==> config.mk <==
export PLATFORM = sky130hd
export DESIGN_NAME = lpsm_regs
export DESIGN_NICKNAME = d
export VERILOG_FILES = /design/src/hw/lpsm_pkg.sv /design/src/hw/lpsm_frame_decode.sv /design/src/hw/lpsm_regs.sv
export SDC_FILE = /design/constraint.sdc
export NUM_CORES = 1
export LEC_CHECK = 0
export ABC_AREA = 1
export BUFFER_PORTS_ARGS = -buffer_cell sky130_fd_sc_hd__buf_4
export CORE_MARGIN = 2
export CORE_UTILIZATION = 31
export CTS_BUF_LIST = sky130_fd_sc_hd__clkbuf_4 sky130_fd_sc_hd__clkbuf_8
export CTS_CLUSTER_DIAMETER = 150
export DETAILED_ROUTE_END_ITERATION = 12
export HOLD_SLACK_MARGIN = 0.03
export SKIP_LAST_GASP = 1
export SLEW_MARGIN = 40
export SYNTH_ARGS = -nofsm -noshare
export SYNTH_HDL_FRONTEND = slang
export SYNTH_SLANG_ARGS = --single-unit
==> constraint.sdc <==
create_clock -name sys_clk -period 1.2 [get_ports sys_clk]
set_input_delay 0.24 -clock sys_clk [delete_from_list [all_inputs] [get_ports sys_clk]]
set_output_delay 0.24 -clock sys_clk [all_outputs]
set_load 0.03 [all_outputs]
==> src/hw/lpsm_pkg.sv <==
// constants, frame layout and field types for the LIN control / special mode registers
package lpsm_pkg;

  // ***********************************************
  // frame header: register select codes
  // ***********************************************
  localparam logic [1:0] LPSM_SEL_LIN_CTRL = 2'h3;
  localparam logic [1:0] LPSM_SEL_SPECIAL  = 2'h1;

  // ***********************************************
  // payload field positions
  // ***********************************************
  localparam int LPSM_LIN_ACT_BIT   = 4;
  localparam int LPSM_LIN_SLOPE_BIT = 3;
  localparam int LPSM_LIN_DRIVE_BIT = 2;
  localparam int LPSM_LIN_TXDIS_BIT = 0;
  localparam int LPSM_SPEC_SW_DEV_MODE_INIT_BIT = 9;
  localparam int LPSM_SPEC_WDP_LSB  = 5;
  localparam int LPSM_SPEC_THR_LSB  = 3;

  // ***********************************************
  // reset values
  // ***********************************************
  localparam logic [3:0] LPSM_LIN_CTRL_RST = 4'h0;
  localparam logic [4:0] LPSM_SPECIAL_RST  = 5'h00;

  // ***********************************************
  // decoded settings
  // ***********************************************
  localparam logic [3:0] LPSM_PRE_X1_0 = 4'h2;
  localparam logic [3:0] LPSM_PRE_X1_5 = 4'h3;
  localparam logic [3:0] LPSM_PRE_X2_5 = 4'h5;
  localparam logic [3:0] LPSM_PRE_X3_5 = 4'h7;
  localparam logic [6:0] LPSM_THR_PCT_90 = 7'h5A;
  localparam logic [6:0] LPSM_THR_PCT_80 = 7'h50;
  localparam logic [6:0] LPSM_THR_PCT_70 = 7'h46;

  // ***********************************************
  // types
  // ***********************************************
  typedef struct packed {
    logic [1:0]  register_select_bits;
    logic        readback_select;
    logic        no_write_flag;
    logic [11:0] payload;
  } lpsm_frame_t;

  typedef struct packed {
    logic lin_active_enable;
    logic lin_slope_select;
    logic lin_drive_strength;
    logic lin_tx_disable;
  } lpsm_lin_ctrl_t;

  typedef struct packed {
    logic       sw_dev_mode_init;
    logic [1:0] watchdog_prescale_sel;
    logic [1:0] supply_reset_threshold_sel;
  } lpsm_special_t;

  typedef struct packed {
    logic hit_lin;
    logic hit_spec;
    logic wr_lin;
    logic wr_spec;
    logic alt_sel;
  } lpsm_decode_t;

  typedef enum logic [1:0] {
    LPSM_TX_NORMAL   = 2'h0,
    LPSM_TX_FAIL_OFF = 2'h1,
    LPSM_TX_ARMED    = 2'h3
  } lpsm_tx_state_t;

endpackage : lpsm_pkg

==> src/hw/lpsm_frame_decode.sv <==
// header decode of one received 16-bit register frame
`timescale 1ns/1ps
module lpsm_frame_decode (
  // frame in
  input  wire logic                 frame_valid,
  input  wire lpsm_pkg::lpsm_frame_t frame_data,
  // decoded
  output      lpsm_pkg::lpsm_decode_t dec
);
  import lpsm_pkg::*;

  always_comb begin
    dec          = '0;
    dec.hit_lin  = frame_valid && (frame_data.register_select_bits == LPSM_SEL_LIN_CTRL);
    dec.hit_spec = frame_valid && (frame_data.register_select_bits == LPSM_SEL_SPECIAL);
    dec.wr_lin   = dec.hit_lin && !frame_data.no_write_flag;
    dec.wr_spec  = dec.hit_spec && !frame_data.no_write_flag;
    dec.alt_sel  = frame_data.readback_select;
  end

endmodule : lpsm_frame_decode

==> src/hw/lpsm_regs.sv <==
// LIN transceiver control and special mode registers with feedback and tx shutdown recovery
`timescale 1ns/1ps
// Behaviour
// select bits 15:14 equal to 11 address the LIN control register
// LIN access returns GP feedback 1 when bit 13 set, else LIN feedback
// bit 12 clear returns feedback and writes; set only returns feedback
// host writes zero into LIN control bits 11 to 5 and bit 1
// bit 4 enables LIN active operation only in Normal or Flash mode
// bit 3 picks low slope (1) or normal slope (0)
// bit 2 picks increased driver current (1) or standard driver (0)
// bit 0 set disables the LIN transmitter, clear enables it
// interface failure disables transmitter without setting the disable bit
// correct LIN communication after failure re-enables transmitter automatically
// setting then clearing the disable bit also clears a failure shutdown
// select bits 15:14 equal to 01 address the special mode register
// special access returns interrupt enable feedback at 0, own feedback at 1
// special mode write only when bit 12 is clear
// software programs special mode settings during start-up
// bit 9 set initialises software development mode
// bits 6:5 pick watchdog prescale factor 1, 1.5, 2.5 or 3.5
// bits 4:3 pick reset threshold 0.9, 0.8, 0.7 or 0.9 of nominal
// host keeps special mode reserved bits 11,10,8,7,2:0 at zero
// header bits decoded before payload is applied or discarded
module lpsm_regs (
  // clock and reset
  input  wire logic                  sys_clk,
  input  wire logic                  rst_b,
  // register frame
  input  wire logic                  frame_valid,
  input  wire lpsm_pkg::lpsm_frame_t frame_data,
  input  wire logic [15:0]           gp1_feedback,
  input  wire logic [15:0]           int_en_feedback,
  output      logic                  readback_valid,
  output      logic [15:0]           readback_data,
  // chip state
  input  wire logic                  mode_normal_or_flash,
  // LIN interface monitor
  input  wire logic                  lin_if_fail,
  input  wire logic                  lin_comm_ok,
  // LIN transceiver controls
  output      logic                  lin_active_enable,
  output      logic                  lin_slope_select,
  output      logic                  lin_drive_strength,
  output      logic                  lin_tx_disable,
  output      logic                  lin_tx_enable,
  // global settings
  output      logic                  sw_dev_mode_init,
  output      logic [1:0]            watchdog_prescale_sel,
  output      logic [1:0]            supply_reset_threshold_sel,
  output      logic [3:0]            prescale_half_units,
  output      logic [6:0]            reset_threshold_pct
);
  import lpsm_pkg::*;

  // ***********************************************
  // declarations
  // ***********************************************
  lpsm_decode_t   dec;
  lpsm_lin_ctrl_t lin_ff;
  lpsm_lin_ctrl_t nxt_lin;
  lpsm_special_t  spec_ff;
  lpsm_special_t  nxt_spec;
  lpsm_tx_state_t tx_state_ff;
  lpsm_tx_state_t nxt_tx_state;
  logic           rb_valid_ff;
  logic           nxt_rb_valid;
  logic [15:0]    rb_data_ff;
  logic [15:0]    nxt_rb_data;
  logic           act_ff;
  logic           nxt_act;
  logic           tx_en_ff;
  logic           nxt_tx_en;
  logic [3:0]     pre_ff;
  logic [3:0]     nxt_pre;
  logic [6:0]     thr_ff;
  logic [6:0]     nxt_thr;
  logic [15:0]    lin_fb;
  logic [15:0]    spec_fb;

  lpsm_frame_decode u_decode (
    .frame_valid (frame_valid),
    .frame_data  (frame_data),
    .dec         (dec)
  );

  // ***********************************************
  // feedback words
  // ***********************************************
  // feedback shows the contents before this frame's write, as the word
  // is shifted out while the new one is still arriving
  assign lin_fb  = {frame_data[15:12], 7'h00, lin_ff.lin_active_enable,
                    lin_ff.lin_slope_select, lin_ff.lin_drive_strength,
                    1'b0, lin_ff.lin_tx_disable};
  assign spec_fb = {frame_data[15:12], 2'h0, spec_ff.sw_dev_mode_init, 2'h0,
                    spec_ff.watchdog_prescale_sel,
                    spec_ff.supply_reset_threshold_sel, 3'h0};

  // ***********************************************
  // register writes and readback
  // ***********************************************
  always_comb begin
    nxt_lin      = lin_ff;
    nxt_spec     = spec_ff;
    nxt_rb_valid = frame_valid;
    nxt_rb_data  = 16'h0000;
    if (dec.hit_lin) begin
      nxt_rb_data = dec.alt_sel ? gp1_feedback : lin_fb;
    end else if (dec.hit_spec) begin
      nxt_rb_data = dec.alt_sel ? spec_fb : int_en_feedback;
    end
    // reserved positions are not stored, so stray ones read back as zero
    if (dec.wr_lin) begin
      nxt_lin.lin_active_enable  = frame_data.payload[LPSM_LIN_ACT_BIT];
      nxt_lin.lin_slope_select   = frame_data.payload[LPSM_LIN_SLOPE_BIT];
      nxt_lin.lin_drive_strength = frame_data.payload[LPSM_LIN_DRIVE_BIT];
      nxt_lin.lin_tx_disable     = frame_data.payload[LPSM_LIN_TXDIS_BIT];
    end
    if (dec.wr_spec) begin
      nxt_spec.sw_dev_mode_init = frame_data.payload[LPSM_SPEC_SW_DEV_MODE_INIT_BIT];
      nxt_spec.watchdog_prescale_sel =
        frame_data.payload[LPSM_SPEC_WDP_LSB +: 2];
      nxt_spec.supply_reset_threshold_sel =
        frame_data.payload[LPSM_SPEC_THR_LSB +: 2];
    end
  end

  always_ff @(posedge sys_clk or negedge rst_b) begin
    if (!rst_b) begin
      lin_ff      <= LPSM_LIN_CTRL_RST;
      spec_ff     <= LPSM_SPECIAL_RST;
      rb_valid_ff <= 1'b0;
      rb_data_ff  <= 16'h0000;
    end else begin
      lin_ff      <= nxt_lin;
      spec_ff     <= nxt_spec;
      rb_valid_ff <= nxt_rb_valid;
      rb_data_ff  <= nxt_rb_data;
    end
  end

  // ***********************************************
  // transmitter shutdown and recovery
  // ***********************************************
  // a failure in the same cycle as a recovery wins, so it is never lost
  always_comb begin
    nxt_tx_state = tx_state_ff;
    unique case (tx_state_ff)
      LPSM_TX_NORMAL: begin
        if (lin_if_fail) begin
          nxt_tx_state = LPSM_TX_FAIL_OFF;
        end
      end
      LPSM_TX_FAIL_OFF: begin
        if (lin_if_fail) begin
          nxt_tx_state = LPSM_TX_FAIL_OFF;
        end else if (lin_comm_ok) begin
          nxt_tx_state = LPSM_TX_NORMAL;
        end else if (dec.wr_lin && nxt_lin.lin_tx_disable) begin
          nxt_tx_state = LPSM_TX_ARMED;
        end
      end
      LPSM_TX_ARMED: begin
        if (lin_if_fail) begin
          nxt_tx_state = LPSM_TX_FAIL_OFF;
        end else if (lin_comm_ok) begin
          nxt_tx_state = LPSM_TX_NORMAL;
        end else if (dec.wr_lin && !nxt_lin.lin_tx_disable) begin
          nxt_tx_state = LPSM_TX_NORMAL;
        end
      end
      default: begin
        nxt_tx_state = LPSM_TX_FAIL_OFF;
      end
    endcase
  end

  always_ff @(posedge sys_clk or negedge rst_b) begin
    if (!rst_b) begin
      tx_state_ff <= LPSM_TX_NORMAL;
    end else begin
      tx_state_ff <= nxt_tx_state;
    end
  end

  // ***********************************************
  // registered control outputs
  // ***********************************************
  always_comb begin
    nxt_act   = nxt_lin.lin_active_enable && mode_normal_or_flash;
    nxt_tx_en = !nxt_lin.lin_tx_disable && (nxt_tx_state == LPSM_TX_NORMAL);
    unique case (nxt_spec.watchdog_prescale_sel)
      2'h0: nxt_pre = LPSM_PRE_X1_0;
      2'h1: nxt_pre = LPSM_PRE_X1_5;
      2'h2: nxt_pre = LPSM_PRE_X2_5;
      2'h3: nxt_pre = LPSM_PRE_X3_5;
    endcase
    unique case (nxt_spec.supply_reset_threshold_sel)
      2'h1: nxt_thr = LPSM_THR_PCT_80;
      2'h2: nxt_thr = LPSM_THR_PCT_70;
      2'h0,
      2'h3: nxt_thr = LPSM_THR_PCT_90;
    endcase
  end

  always_ff @(posedge sys_clk or negedge rst_b) begin
    if (!rst_b) begin
      act_ff   <= 1'b0;
      tx_en_ff <= 1'b0;
      pre_ff   <= LPSM_PRE_X1_0;
      thr_ff   <= LPSM_THR_PCT_90;
    end else begin
      act_ff   <= nxt_act;
      tx_en_ff <= nxt_tx_en;
      pre_ff   <= nxt_pre;
      thr_ff   <= nxt_thr;
    end
  end

  assign readback_valid             = rb_valid_ff;
  assign readback_data              = rb_data_ff;
  assign lin_active_enable          = act_ff;
  assign lin_slope_select           = lin_ff.lin_slope_select;
  assign lin_drive_strength         = lin_ff.lin_drive_strength;
  assign lin_tx_disable             = lin_ff.lin_tx_disable;
  assign lin_tx_enable              = tx_en_ff;
  assign sw_dev_mode_init           = spec_ff.sw_dev_mode_init;
  assign watchdog_prescale_sel      = spec_ff.watchdog_prescale_sel;
  assign supply_reset_threshold_sel = spec_ff.supply_reset_threshold_sel;
  assign prescale_half_units        = pre_ff;
  assign reset_threshold_pct        = thr_ff;
endmodule : lpsm_regs
# After elaboration in Yosys (flattened, before gate mapping)
# Index checks and enable logic that the tools add are counted.
[classes] eq_ne=10 muxes=16 n_reduce_logical=15
[ops] operator="$mux W16" n=4
[ops] operator="$pmux W7 S3" n=1
[ops] operator="$pmux W4 S4" n=1
[ops] operator="$mux W2" n=7
[ops] operator="$eq A2 B2 Y1 const B" n=6
[ops] operator="$eq A2 B1 Y1 const B" n=4
[ops] operator="$logic_and A1 B1 Y1" n=8
[ops] operator="$logic_not A2 Y1" n=4
[ops] operator="$mux W4" n=2
[ops] operator="$pmux W2 S3" n=1
[ops] operator="$logic_not A1 Y1" n=2
[ops] operator="$reduce_or A2 Y1" n=1
[totals] regBits=41 input_bits=54 output_inout_bits=38 wordCells=55

# Logic depth before layout (Yosys ltp)
# Gate-level depths: netlist of run 1.
[depth] ltp_word=12 depth_mapped=8 depth_no_buf=8

# Cells and area by module
# From an unflattened synthesis of run 1, not the netlist that was laid out.
[unflattened] cells_unflattened=199 area_unflattened_um2=1734.2
[by_module_without_submodules] module="lpsm_regs" instances=1 cells_per_inst=192 area_per_inst_um2=1701.6 seq_area_each_um2=905.9
[by_module_without_submodules] module="lpsm_frame_decode" instances=1 cells_per_inst=7 area_per_inst_um2=32.5 seq_area_each_um2=0.0

# Worst setup path after synthesis of run 1
# No wires, ideal clock.
[synth_path] path_type="input to register" start="input port frame_valid" end="register thr_ff[1], in the netlist reset_threshold_pct[1]" t_arrival_ns=1.078 slack_ns=0.064 cell_stages=7 n_path_buf=0 path_cell_list="nand2_2 -> nor2_4 -> nand2_4 -> o21ai_2 -> inv_1 -> ha_1 -> inv_1"
[synth_rtl] element="start, declared" line="lpsm_regs.sv:29" text="input wire logic frame_valid,"
[synth_rtl] element="end signal, assigned" line="lpsm_regs.sv:215" text="thr_ff <= nxt_thr;"
[synth_rtl] element="end, declared" line="lpsm_regs.sv:75" text="logic [6:0] thr_ff;"

# Worst setup path after layout of run 1
[layout_path] start="register thr_ff[3], in the netlist reset_threshold_pct[3]" end="output port reset_threshold_pct[3]"
[layout_rtl] element="end, declared" line="lpsm_regs.sv:51" text="output logic [6:0] reset_threshold_pct"
# No word-level cell between the ends.

==> results of run 1 <==
==> final cells by class <==
class,instances,area [µm²]
fillers,509,2630
flip-flops and latches,36,906
repair buffers,95,731
multi-input cells,111,589
well taps,70,87.6
clock buffers,7,83.8
inverters,19,71.3
clock inverters,1,5.00
==> report_power, final <==
part	switching, mW	internal [mW]
Combinational	0.567	0.393
Clock	0.418	0.453
Sequential	0.0697	1.37
==> final timing paths <==
check / depth (start not counted) / endpoint / from / slack [ns]
setup / recovery: 1 / reset_threshold_pct[3] / reset_threshold_pct[3]$_DFF_PN1_ / 0.02
hold reg to reg: 2 / sw_dev_mode_init$_DFFE_PN0P_ / sw_dev_mode_init$_DFFE_PN0P_ / 0.52
hold / removal: 3 / lin_active_enable$_DFF_PN0_ / mode_normal_or_flash / 0.17
max in group asynchronous: 2 / prescale_half_units[1]$_DFF_PN1_ / rst_b / 0.38
setup reg to reg: 6 / reset_threshold_pct[1]$_DFF_PN1_ / supply_reset_threshold_sel[0]$_DFF_PN0_ / 0.21
min in group asynchronous: 2 / readback_valid$_DFF_PN0_ / rst_b / 0.46
==> worst register-to-register path: cells and delay by family (launching register included) <==
| family | cells | cell delay, ns |
|---|---|---|
| adder cells (fa/ha/maj) | 1 | 0.20 |
| buffers and inverters | 3 | 0.22 |
| AND/OR/NAND/NOR | 1 | 0.06 |
| AO/OA/AOI/OAI | 1 | 0.08 |
| flip-flops | 1 | 0.39 |
==> layer usage <==
layer / part of all wire / vias to the layer above / GRT usage
li1: - / 734 / -
met1: 0.43 / 661 / 0.177
met2: 0.47 / 49 / 0.237
met3: 0.083 / 4 / 0.0569
met4: 0.0086 / 0 / 0.0382
met5: 0 / - / 0
==> registers in the layout, indices dropped and copies added, names as in the netlist <==
register,flops
lin_fb,1
lin_tx_enable,1
sw_dev_mode_init,1
lin_drive_strength,1
readback_valid,1
readback_data,16
prescale_half_units,2
watchdog_prescale_sel,2
lin_active_enable,1
supply_reset_threshold_sel,2
reset_threshold_pct,4
tx_state_ff,2
lin_tx_disable,1
lin_slope_select,1
==> what timing repair did <==
item,CTS,global route
resized for setup,1,3
setup endpoints to repair,1,4
endpoints found under the hold margin,32,0
hold buffers,1,0
==> logic make-up (layout without fill, tap and decap cells) <==
family | Yosys count | count (layout) | synth area share
buffers and inverters | 30 | 122 | 0.0875
AND/OR/NAND/NOR | 82 | 82 | 0.233
flip-flops | 36 | 36 | 0.556
AO/OA/AOI/OAI | 22 | 22 | 0.0967
adder cells (fa/ha/maj) | 3 | 3 | 0.0230
other | 2 | 4 | 0.00461
==> through the flow <==
| stage | power, mW | worst slack (ns) | util | instances |
|---|---|---|---|---|
| floorplan | 1.98 | 0.0642 | - | 177 |
| global placement | 2.40 | 0.000621 | 0.462 | 330 |
| detailed placement | 2.41 | -0.0377 | 0.462 | 330 |
| CTS | 3.30 | -0.00143 | 0.482 | 339 |
| global route | 3.46 | -0.0219 | 0.484 | 339 |
| finish | 3.27 | 0.0192 | 0.484 | 339 |
==> synth_stat cells (all sizes together) <==
cell	instances	area, µm²
nand2	54	220
clkbuf	1	3.75
dfrtp	32	801
a21oi	1	5.00
ha	3	37.5
conb	2	7.51
o21bai	1	7.51
nand4	1	6.26
o21ai	12	78.8
o211ai	3	22.5
buf	10	67.6
or2	1	6.26
nand3	20	100
inv	19	71.3
o2111ai	2	17.5
dfstp	4	105
nor2	6	46.3
a22o	3	26.3
==> flow_summary.toml, run 1 <==
[floorplan]
ioPinCount = 92
die_height_um = 76.5
core_area_um2 = 5110
start_util = 0.319
die_w_um = 76.5
rows = 26
dieArea_um2 = 5860

[power]
leakage_nw = 1.39
vdd_drop_max_uv = 554
p_per_area_nw_per_um2 = 1320

[drt]
vias = 1448
drc = 0
drt_first_pass_iters = 3
viasPerCell = 4.27
drtIter0Drc = 50
wl_mm = 4.09
wire_per_inst_um = 12.1
ant_nets = 0

[place]
routabilityCongestion = 0.776
hpwl_mm = 3.12
placed_area_um2 = 2360
port_buffers = 82

[sta]
fmax_ghz = 0.847
min_period_ns = 1.18
slew_viol_final = 0
clock_skew_ns = 0.00258
fin_crit_sh = 0.984
final_hold_viol_count = 0
hold_ws_ns = 0.168
setup_tns_ns = 0
report.final.setup_viol = 0
rsz0062_at_grt = "yes"

[logic_synthesis]
ys_ff_latch = 36
seq_area_frac_synth = 0.556
synth_cell_types = 25
syn_inst = 175
avgSynthCellArea_um2 = 9.32
syn-cell-area_um2 = 1630
synth_warnings = 0

[clock_network]
cts_setup_buffers = 0
cts_tree = "done"
cts.reportedPaths.clkPinSlew_ns = 0.07
clk_path_buf_depth = 2
root_buffer = "clkbuf_8"
cts_inserted_buffers = 5
cts_sinks = 36
htree_levels = 2
clock_latency_ns = 0.28

[critical_path]
crit_path_max_incr_delay_ns = 0.54
path_cells = "buf_6"
crit_type = "register to output pin"
worstPathArrival_ns = 0.94
crit_family = "flip-flops"
worst_path_max_delay_cell = "dfstp_2"
worst_ep_required_time_ns = 0.96
end_kind = "output pin"
cp_max_fo = 1
cp-start-kind = "register"
critical_path_buf_inv_count = 1

[global_routing]
grt_usage = 0.144
grt_pass1_vias = 1399
antenna_found_initial = 0
grt_remaining_overflow = 0
grt_pass1_wl_mm = 6.67
grt_max_degree = 37

[final_layout]
drive_gt1_frac = 0.446
area_growth_pct = 51.7
nets = 325
final_cell_mix = "buf_4 (90), nand2_1 (51), dfrtp_1 (32)"
n_antenna_cell = 0
layout_commonest_cell = "buf_4"
final_cell_area_um2 = 2470

[run]
drv_cap = 0

[outcome]
status = "finished, final reports clean"

[min_path]
min-delay-path-class = "input pin to register"
Note: power is estimated with default switching activity, not from simulation.
==> run 2, diff against run 1 <==
HOLD_SLACK_MARGIN = 0.05   (was 0.03)
SETUP_SLACK_MARGIN = 0.5   (was default)
==> run 2 against run 1 <==
  * The flow now finishes with violations (negative hold slack)
  * Combinational power grew 36%
  * Die area is the same
  * Largest cell class is now non-clock buffers
  * Design area grew 20%
  * Non-clock buffer count grew 11
==> flow_summary.toml, run 2 (same netlist as run 1, synthesis figures left out) <==
[global_routing]
grt_pass1_wl_mm = 7.27
antenna_found_initial = 0
grt_max_degree = 37
grt_pass1_vias = 1531
grt_usage = 0.156
grt_remaining_overflow = 0

[final_layout]
fin_cells = 350
drive_gt1_frac = 0.704
layout_commonest_cell = "buf_4"
largest_register_ffs = 16
n_antenna_cell = 0
final_cell_mix = "buf_4 (53), buf_6 (49), nand2_1 (36)"
nets = 336
area_growth_pct = 82.2

[min_path]
min-delay-path-class = "input pin to async pin"

[drt]
wl_mm = 4.49
drc = 0
viasPerCell = 4.49
drtIter0Drc = 99
drt_first_pass_iters = 5
wire_per_inst_um = 12.8
vias = 1570
ant_nets = 0

[run]
drv_cap = 0

[floorplan]
dieArea_um2 = 5860
start_util = 0.319
core_area_um2 = 5110
rows = 26
ioPinCount = 92
die_w_um = 76.5
die_height_um = 76.5

[clock_network]
cts_sinks = 36
root_buffer = "clkbuf_8"
cts.reportedPaths.clkPinSlew_ns = 0.07
cts_inserted_buffers = 5
clk_path_buf_depth = 2
cts_tree = "done"
htree_levels = 2
clock_latency_ns = 0.28

[sta]
slew_viol_final = 0
fmax_ghz = 0.844
fin_crit_sh = 0.988
min_period_ns = 1.19
final_hold_viol_count = 32
clock_skew_ns = 0.00572
setup_ws_ns = 0.0147
report.final.setup_viol = 0
hold_ws_ns = -0.0921
rsz0062_at_grt = "yes"

[critical_path]
cp-start-kind = "register"
crit_type = "register to output pin"
cp_max_fo = 1
critical_path_buf_inv_count = 1
worst_path_max_delay_cell = "dfstp_2"
worst_ep_required_time_ns = 0.96
crit_path_max_incr_delay_ns = 0.54
rr_worst_depth = 6
end_kind = "output pin"
path_cells = "buf_6"
worstPathArrival_ns = 0.95
ff2ff_setup_slack_ns = 0.19
r2r-start = "watchdog_prescale_sel[1]$_DFF_PN0_"
r2r_end = "readback_data[6]$_DFF_PN0_"
crit_family = "flip-flops"

[outcome]
status = "finished, violations left"
violations = "negative hold slack"

[place]
port_buffers = 82
hpwl_mm = 2.93
dpl_worst_slack_ns = 0.00676
placed_cells = 325
routabilityCongestion = 0.750

[power]
p_per_area_nw_per_um2 = 1230
leakage_nw = 1.46
vdd_drop_max_uv = 533
## run 2: cell count changes in the layout (fill, tap and decap cells not counted), sizes merged
cell / previous run / this run
inv: 19 / 18
dlygate4sd3: 1 / 0
clkinvlp: 0 / 1
buf: 94 / 106
## run 2: layout make-up
class / instances / area [µm²]
repair buffers: 106 / 1030
clock buffers: 7 / 83.8
inverters: 19 / 87.6
fillers: 442 / 2140
flip-flops and latches: 36 / 942
well taps: 70 / 87.6
clock inverters: 1 / 5.00
multi-input cells: 111 / 737
## run 2: worst max path at each step
stage	start	to	slack [ns]	depth (start not counted)
2_1_floorplan	frame_valid	reset_threshold_pct[3]$_DFF_PN1_	0.11	6
3_3_place_gp	frame_data[14]	reset_threshold_pct[1]$_DFF_PN1_	0.02	8
3_5_place_dp	frame_data[14]	reset_threshold_pct[3]$_DFF_PN1_	0.007	6
4_1_cts	reset_threshold_pct[4]$_DFF_PN1_	reset_threshold_pct[4]	0.001	1
5_1_grt	reset_threshold_pct[4]$_DFF_PN1_	reset_threshold_pct[4]	-0.01	1
6_report	reset_threshold_pct[4]$_DFF_PN1_	reset_threshold_pct[4]	0.01	1
## run 2: timing repair
| action | CTS | global route |
|---|---|---|
| hold endpoints to repair | 32 | 32 |
| pin swaps | 14 | 25 |
| cloned | 1 | 0 |
| endpoints found under the setup margin | 68 | 68 |
| gates resized for setup | 57 | 31 |
| buffers inserted | 10 | 6 |
## run 2: report_power, final
part / internal (mW) / switching, mW / leakage, nW
logic: 0.639 / 0.672 / 1.00
registers: 1.38 / 0.0901 / 0.411
clock network: 0.453 / 0.418 / 0.0491
## run 2: stage by stage
| stage | power, mW | utilization | setup TNS, ns | area [µm²] |
|---|---|---|---|---|
| global placement | 2.43 | 0.473 | 0 | 2410 |
| CTS | 3.56 | 0.550 | 0 | 2810 |
| global route | 3.83 | 0.582 | -0.0145 | 2970 |
| detailed placement | 2.44 | 0.473 | 0 | 2410 |
| finish | 3.66 | 0.582 | 0 | 2970 |
| floorplan | 2.04 | - | 0 | 1750 |
## run 2: per-layer routing
metal | routed length, µm | vias to the layer above | track usage
met3 | 294 | 6 | 0.0403
met4 | 56 | 0 | 0.0673
li1 | - | 762 | -
met2 | 2200 | 72 | 0.246
met1 | 1940 | 730 | 0.204
met5 | 0 | - | 0
==> run 3, diff against run 2 <==
--- a/config.mk
+++ b/config.mk
@@ -10,3 +10,3 @@
 export CORE_MARGIN = 2
-export CORE_UTILIZATION = 31
+export CORE_UTILIZATION = 45
 export CTS_BUF_LIST = sky130_fd_sc_hd__clkbuf_4 sky130_fd_sc_hd__clkbuf_8
@@ -15,2 +15,3 @@
 export HOLD_SLACK_MARGIN = 0.05
+export PLACE_DENSITY = 0.81
 export SETUP_SLACK_MARGIN = 0.5
--- a/constraint.sdc
+++ b/constraint.sdc
@@ -3,2 +3,2 @@
 set_output_delay 0.24 -clock sys_clk [all_outputs]
-set_load 0.03 [all_outputs]
+set_load 0.02 [all_outputs]
==> run 3 against run 2 <==
  * The flow finishes with violations (negative hold slack, negative setup slack)
  * Flip-flop and latch count unchanged
  * Power decreased by 8.4%
  * Non-clock buffer count decreased by 5
  * Register-to-register slack lost 0.07 ns
  * Critical endpoint is now reset_threshold_pct[3]
  * Largest cell class unchanged
==> flow_summary.toml, run 3 (same netlist as run 1, synthesis figures left out) <==
[critical_path]
r2r-start = "supply_reset_threshold_sel[0]$_DFF_PN0_"
worst_path_max_delay_cell = "dfstp_2"
endpoint = "reset_threshold_pct[3]"
crit_path_max_incr_delay_ns = 0.54
crit_type = "register to output pin"
crit_family = "flip-flops"
cp-start-kind = "register"
end_kind = "output pin"
cp_max_fo = 1
r2r_end = "reset_threshold_pct[3]$_DFF_PN1_"
crit_path_start = "reset_threshold_pct[3]$_DFF_PN1_"
rr_worst_depth = 5
cp_num_cells = 1
worst_ep_required_time_ns = 0.96
path_cells = "buf_6"
critical_path_buf_inv_count = 1
worstPathArrival_ns = 0.99
ff2ff_setup_slack_ns = 0.12

[place]
dpl_worst_slack_ns = 0.00466
placed_cells = 300
hpwl_mm = 2.97
placed_area_um2 = 2330
routabilityCongestion = 0.758
port_buffers = 82

[global_routing]
grt_remaining_overflow = 0
grt_pass1_vias = 1557
grt_max_degree = 37
grt_pass1_wl_mm = 7.09
antenna_found_initial = 0
grt_usage = 0.226

[final_layout]
final_cell_area_um2 = 2760
final_cell_mix = "buf_4 (52), buf_6 (49), nand2_1 (38)"
largest_register_ffs = 16
fin_util = 0.808
fin_cells = 321
fillCellCount = 229
layout_commonest_cell = "buf_4"
n_antenna_cell = 0
nets = 331
drive_gt1_frac = 0.575
area_growth_pct = 69.4

[clock_network]
root_buffer = "clkbuf_4"
cts_sinks = 36
cts.reportedPaths.clkPinSlew_ns = 0.11
htree_levels = 2
clk_path_buf_depth = 2
cts_tree = "done"
cts_inserted_buffers = 5
clock_latency_ns = 0.33

[drt]
wl_mm = 4.49
drc = 0
wire_per_inst_um = 14.0
drtIter0Drc = 75
ant_nets = 0
viasPerCell = 4.87
vias = 1564
drt_first_pass_iters = 4

[floorplan]
die_height_um = 64.2
start_util = 0.477
rows = 21
ioPinCount = 92
die_w_um = 64.2
dieArea_um2 = 4120
core_area_um2 = 3420

[power]
p_per_area_nw_per_um2 = 1210
power_mw = 3.35
leakage_nw = 1.45
vdd_drop_max_uv = 888

[sta]
rsz0062_at_grt = "yes"
slew_viol_final = 0
setup_ws_ns = -0.0255
report.final.setup_viol = 4
fmax_ghz = 0.816
final_hold_viol_count = 32
min_period_ns = 1.23
fin_crit_sh = 1.02
clock_skew_ns = 0.00684
hold_ws_ns = -0.166
setup_tns_ns = -0.0889

[outcome]
status = "finished, violations left"
violations = "negative hold slack, negative setup slack"

[run]
drv_cap = 0

[min_path]
min-delay-path-class = "input pin to async pin"
[run 3: how the worst min path moves through the flow]
stage / start / end / slack, ns
3_3_place_gp: rst_b / prescale_half_units[0]$_DFF_PN0_ / 0.22
2_1_floorplan: rst_b / lin_active_enable$_DFF_PN0_ / -0.06
4_1_cts: rst_b / prescale_half_units[0]$_DFF_PN0_ / -0.16
5_1_grt: rst_b / readback_data[6]$_DFF_PN0_ / -0.16
3_5_place_dp: rst_b / prescale_half_units[0]$_DFF_PN0_ / 0.22
6_report: rst_b / prescale_half_units[0]$_DFF_PN0_ / -0.17
[run 3: final cells by class]
class                           count  area [µm²]  area share
Sequential cell                    36         912       0.330
Inverter                           19        87.6      0.0317
Tap cell                           46        57.6      0.0208
Multi-Input combinational cell    111         701       0.254
Clock buffer                        6        51.3      0.0186
Clock inverter                      2        10.0     0.00362
Timing Repair Buffer              101         942       0.341
[run 3: timing repair]
action | 4_1_cts | 5_1_grt
pin swaps | 6 | 11
setup endpoints to repair | 56 | 61
gates resized for setup | 52 | 24
hold endpoints to repair | 32 | 32
setup buffers | 9 | 4
[run 3: power by group]
| part | internal (mW) | total, mW | switching (mW) |
|---|---|---|---|
| registers | 1.37 | 1.46 | 0.0883 |
| logic | 0.634 | 1.22 | 0.581 |
| clock network | 0.279 | 0.675 | 0.396 |
| total | 2.28 | 3.35 | 1.07 |
[run 3: per-layer routing]
metal,global-route usage,up-vias,part of all wire
li1,-,748,-
met1,0.264,729,0.37
met2,0.397,77,0.54
met3,0.0599,10,0.065
met4,0.0824,0,0.017
met5,0,-,0
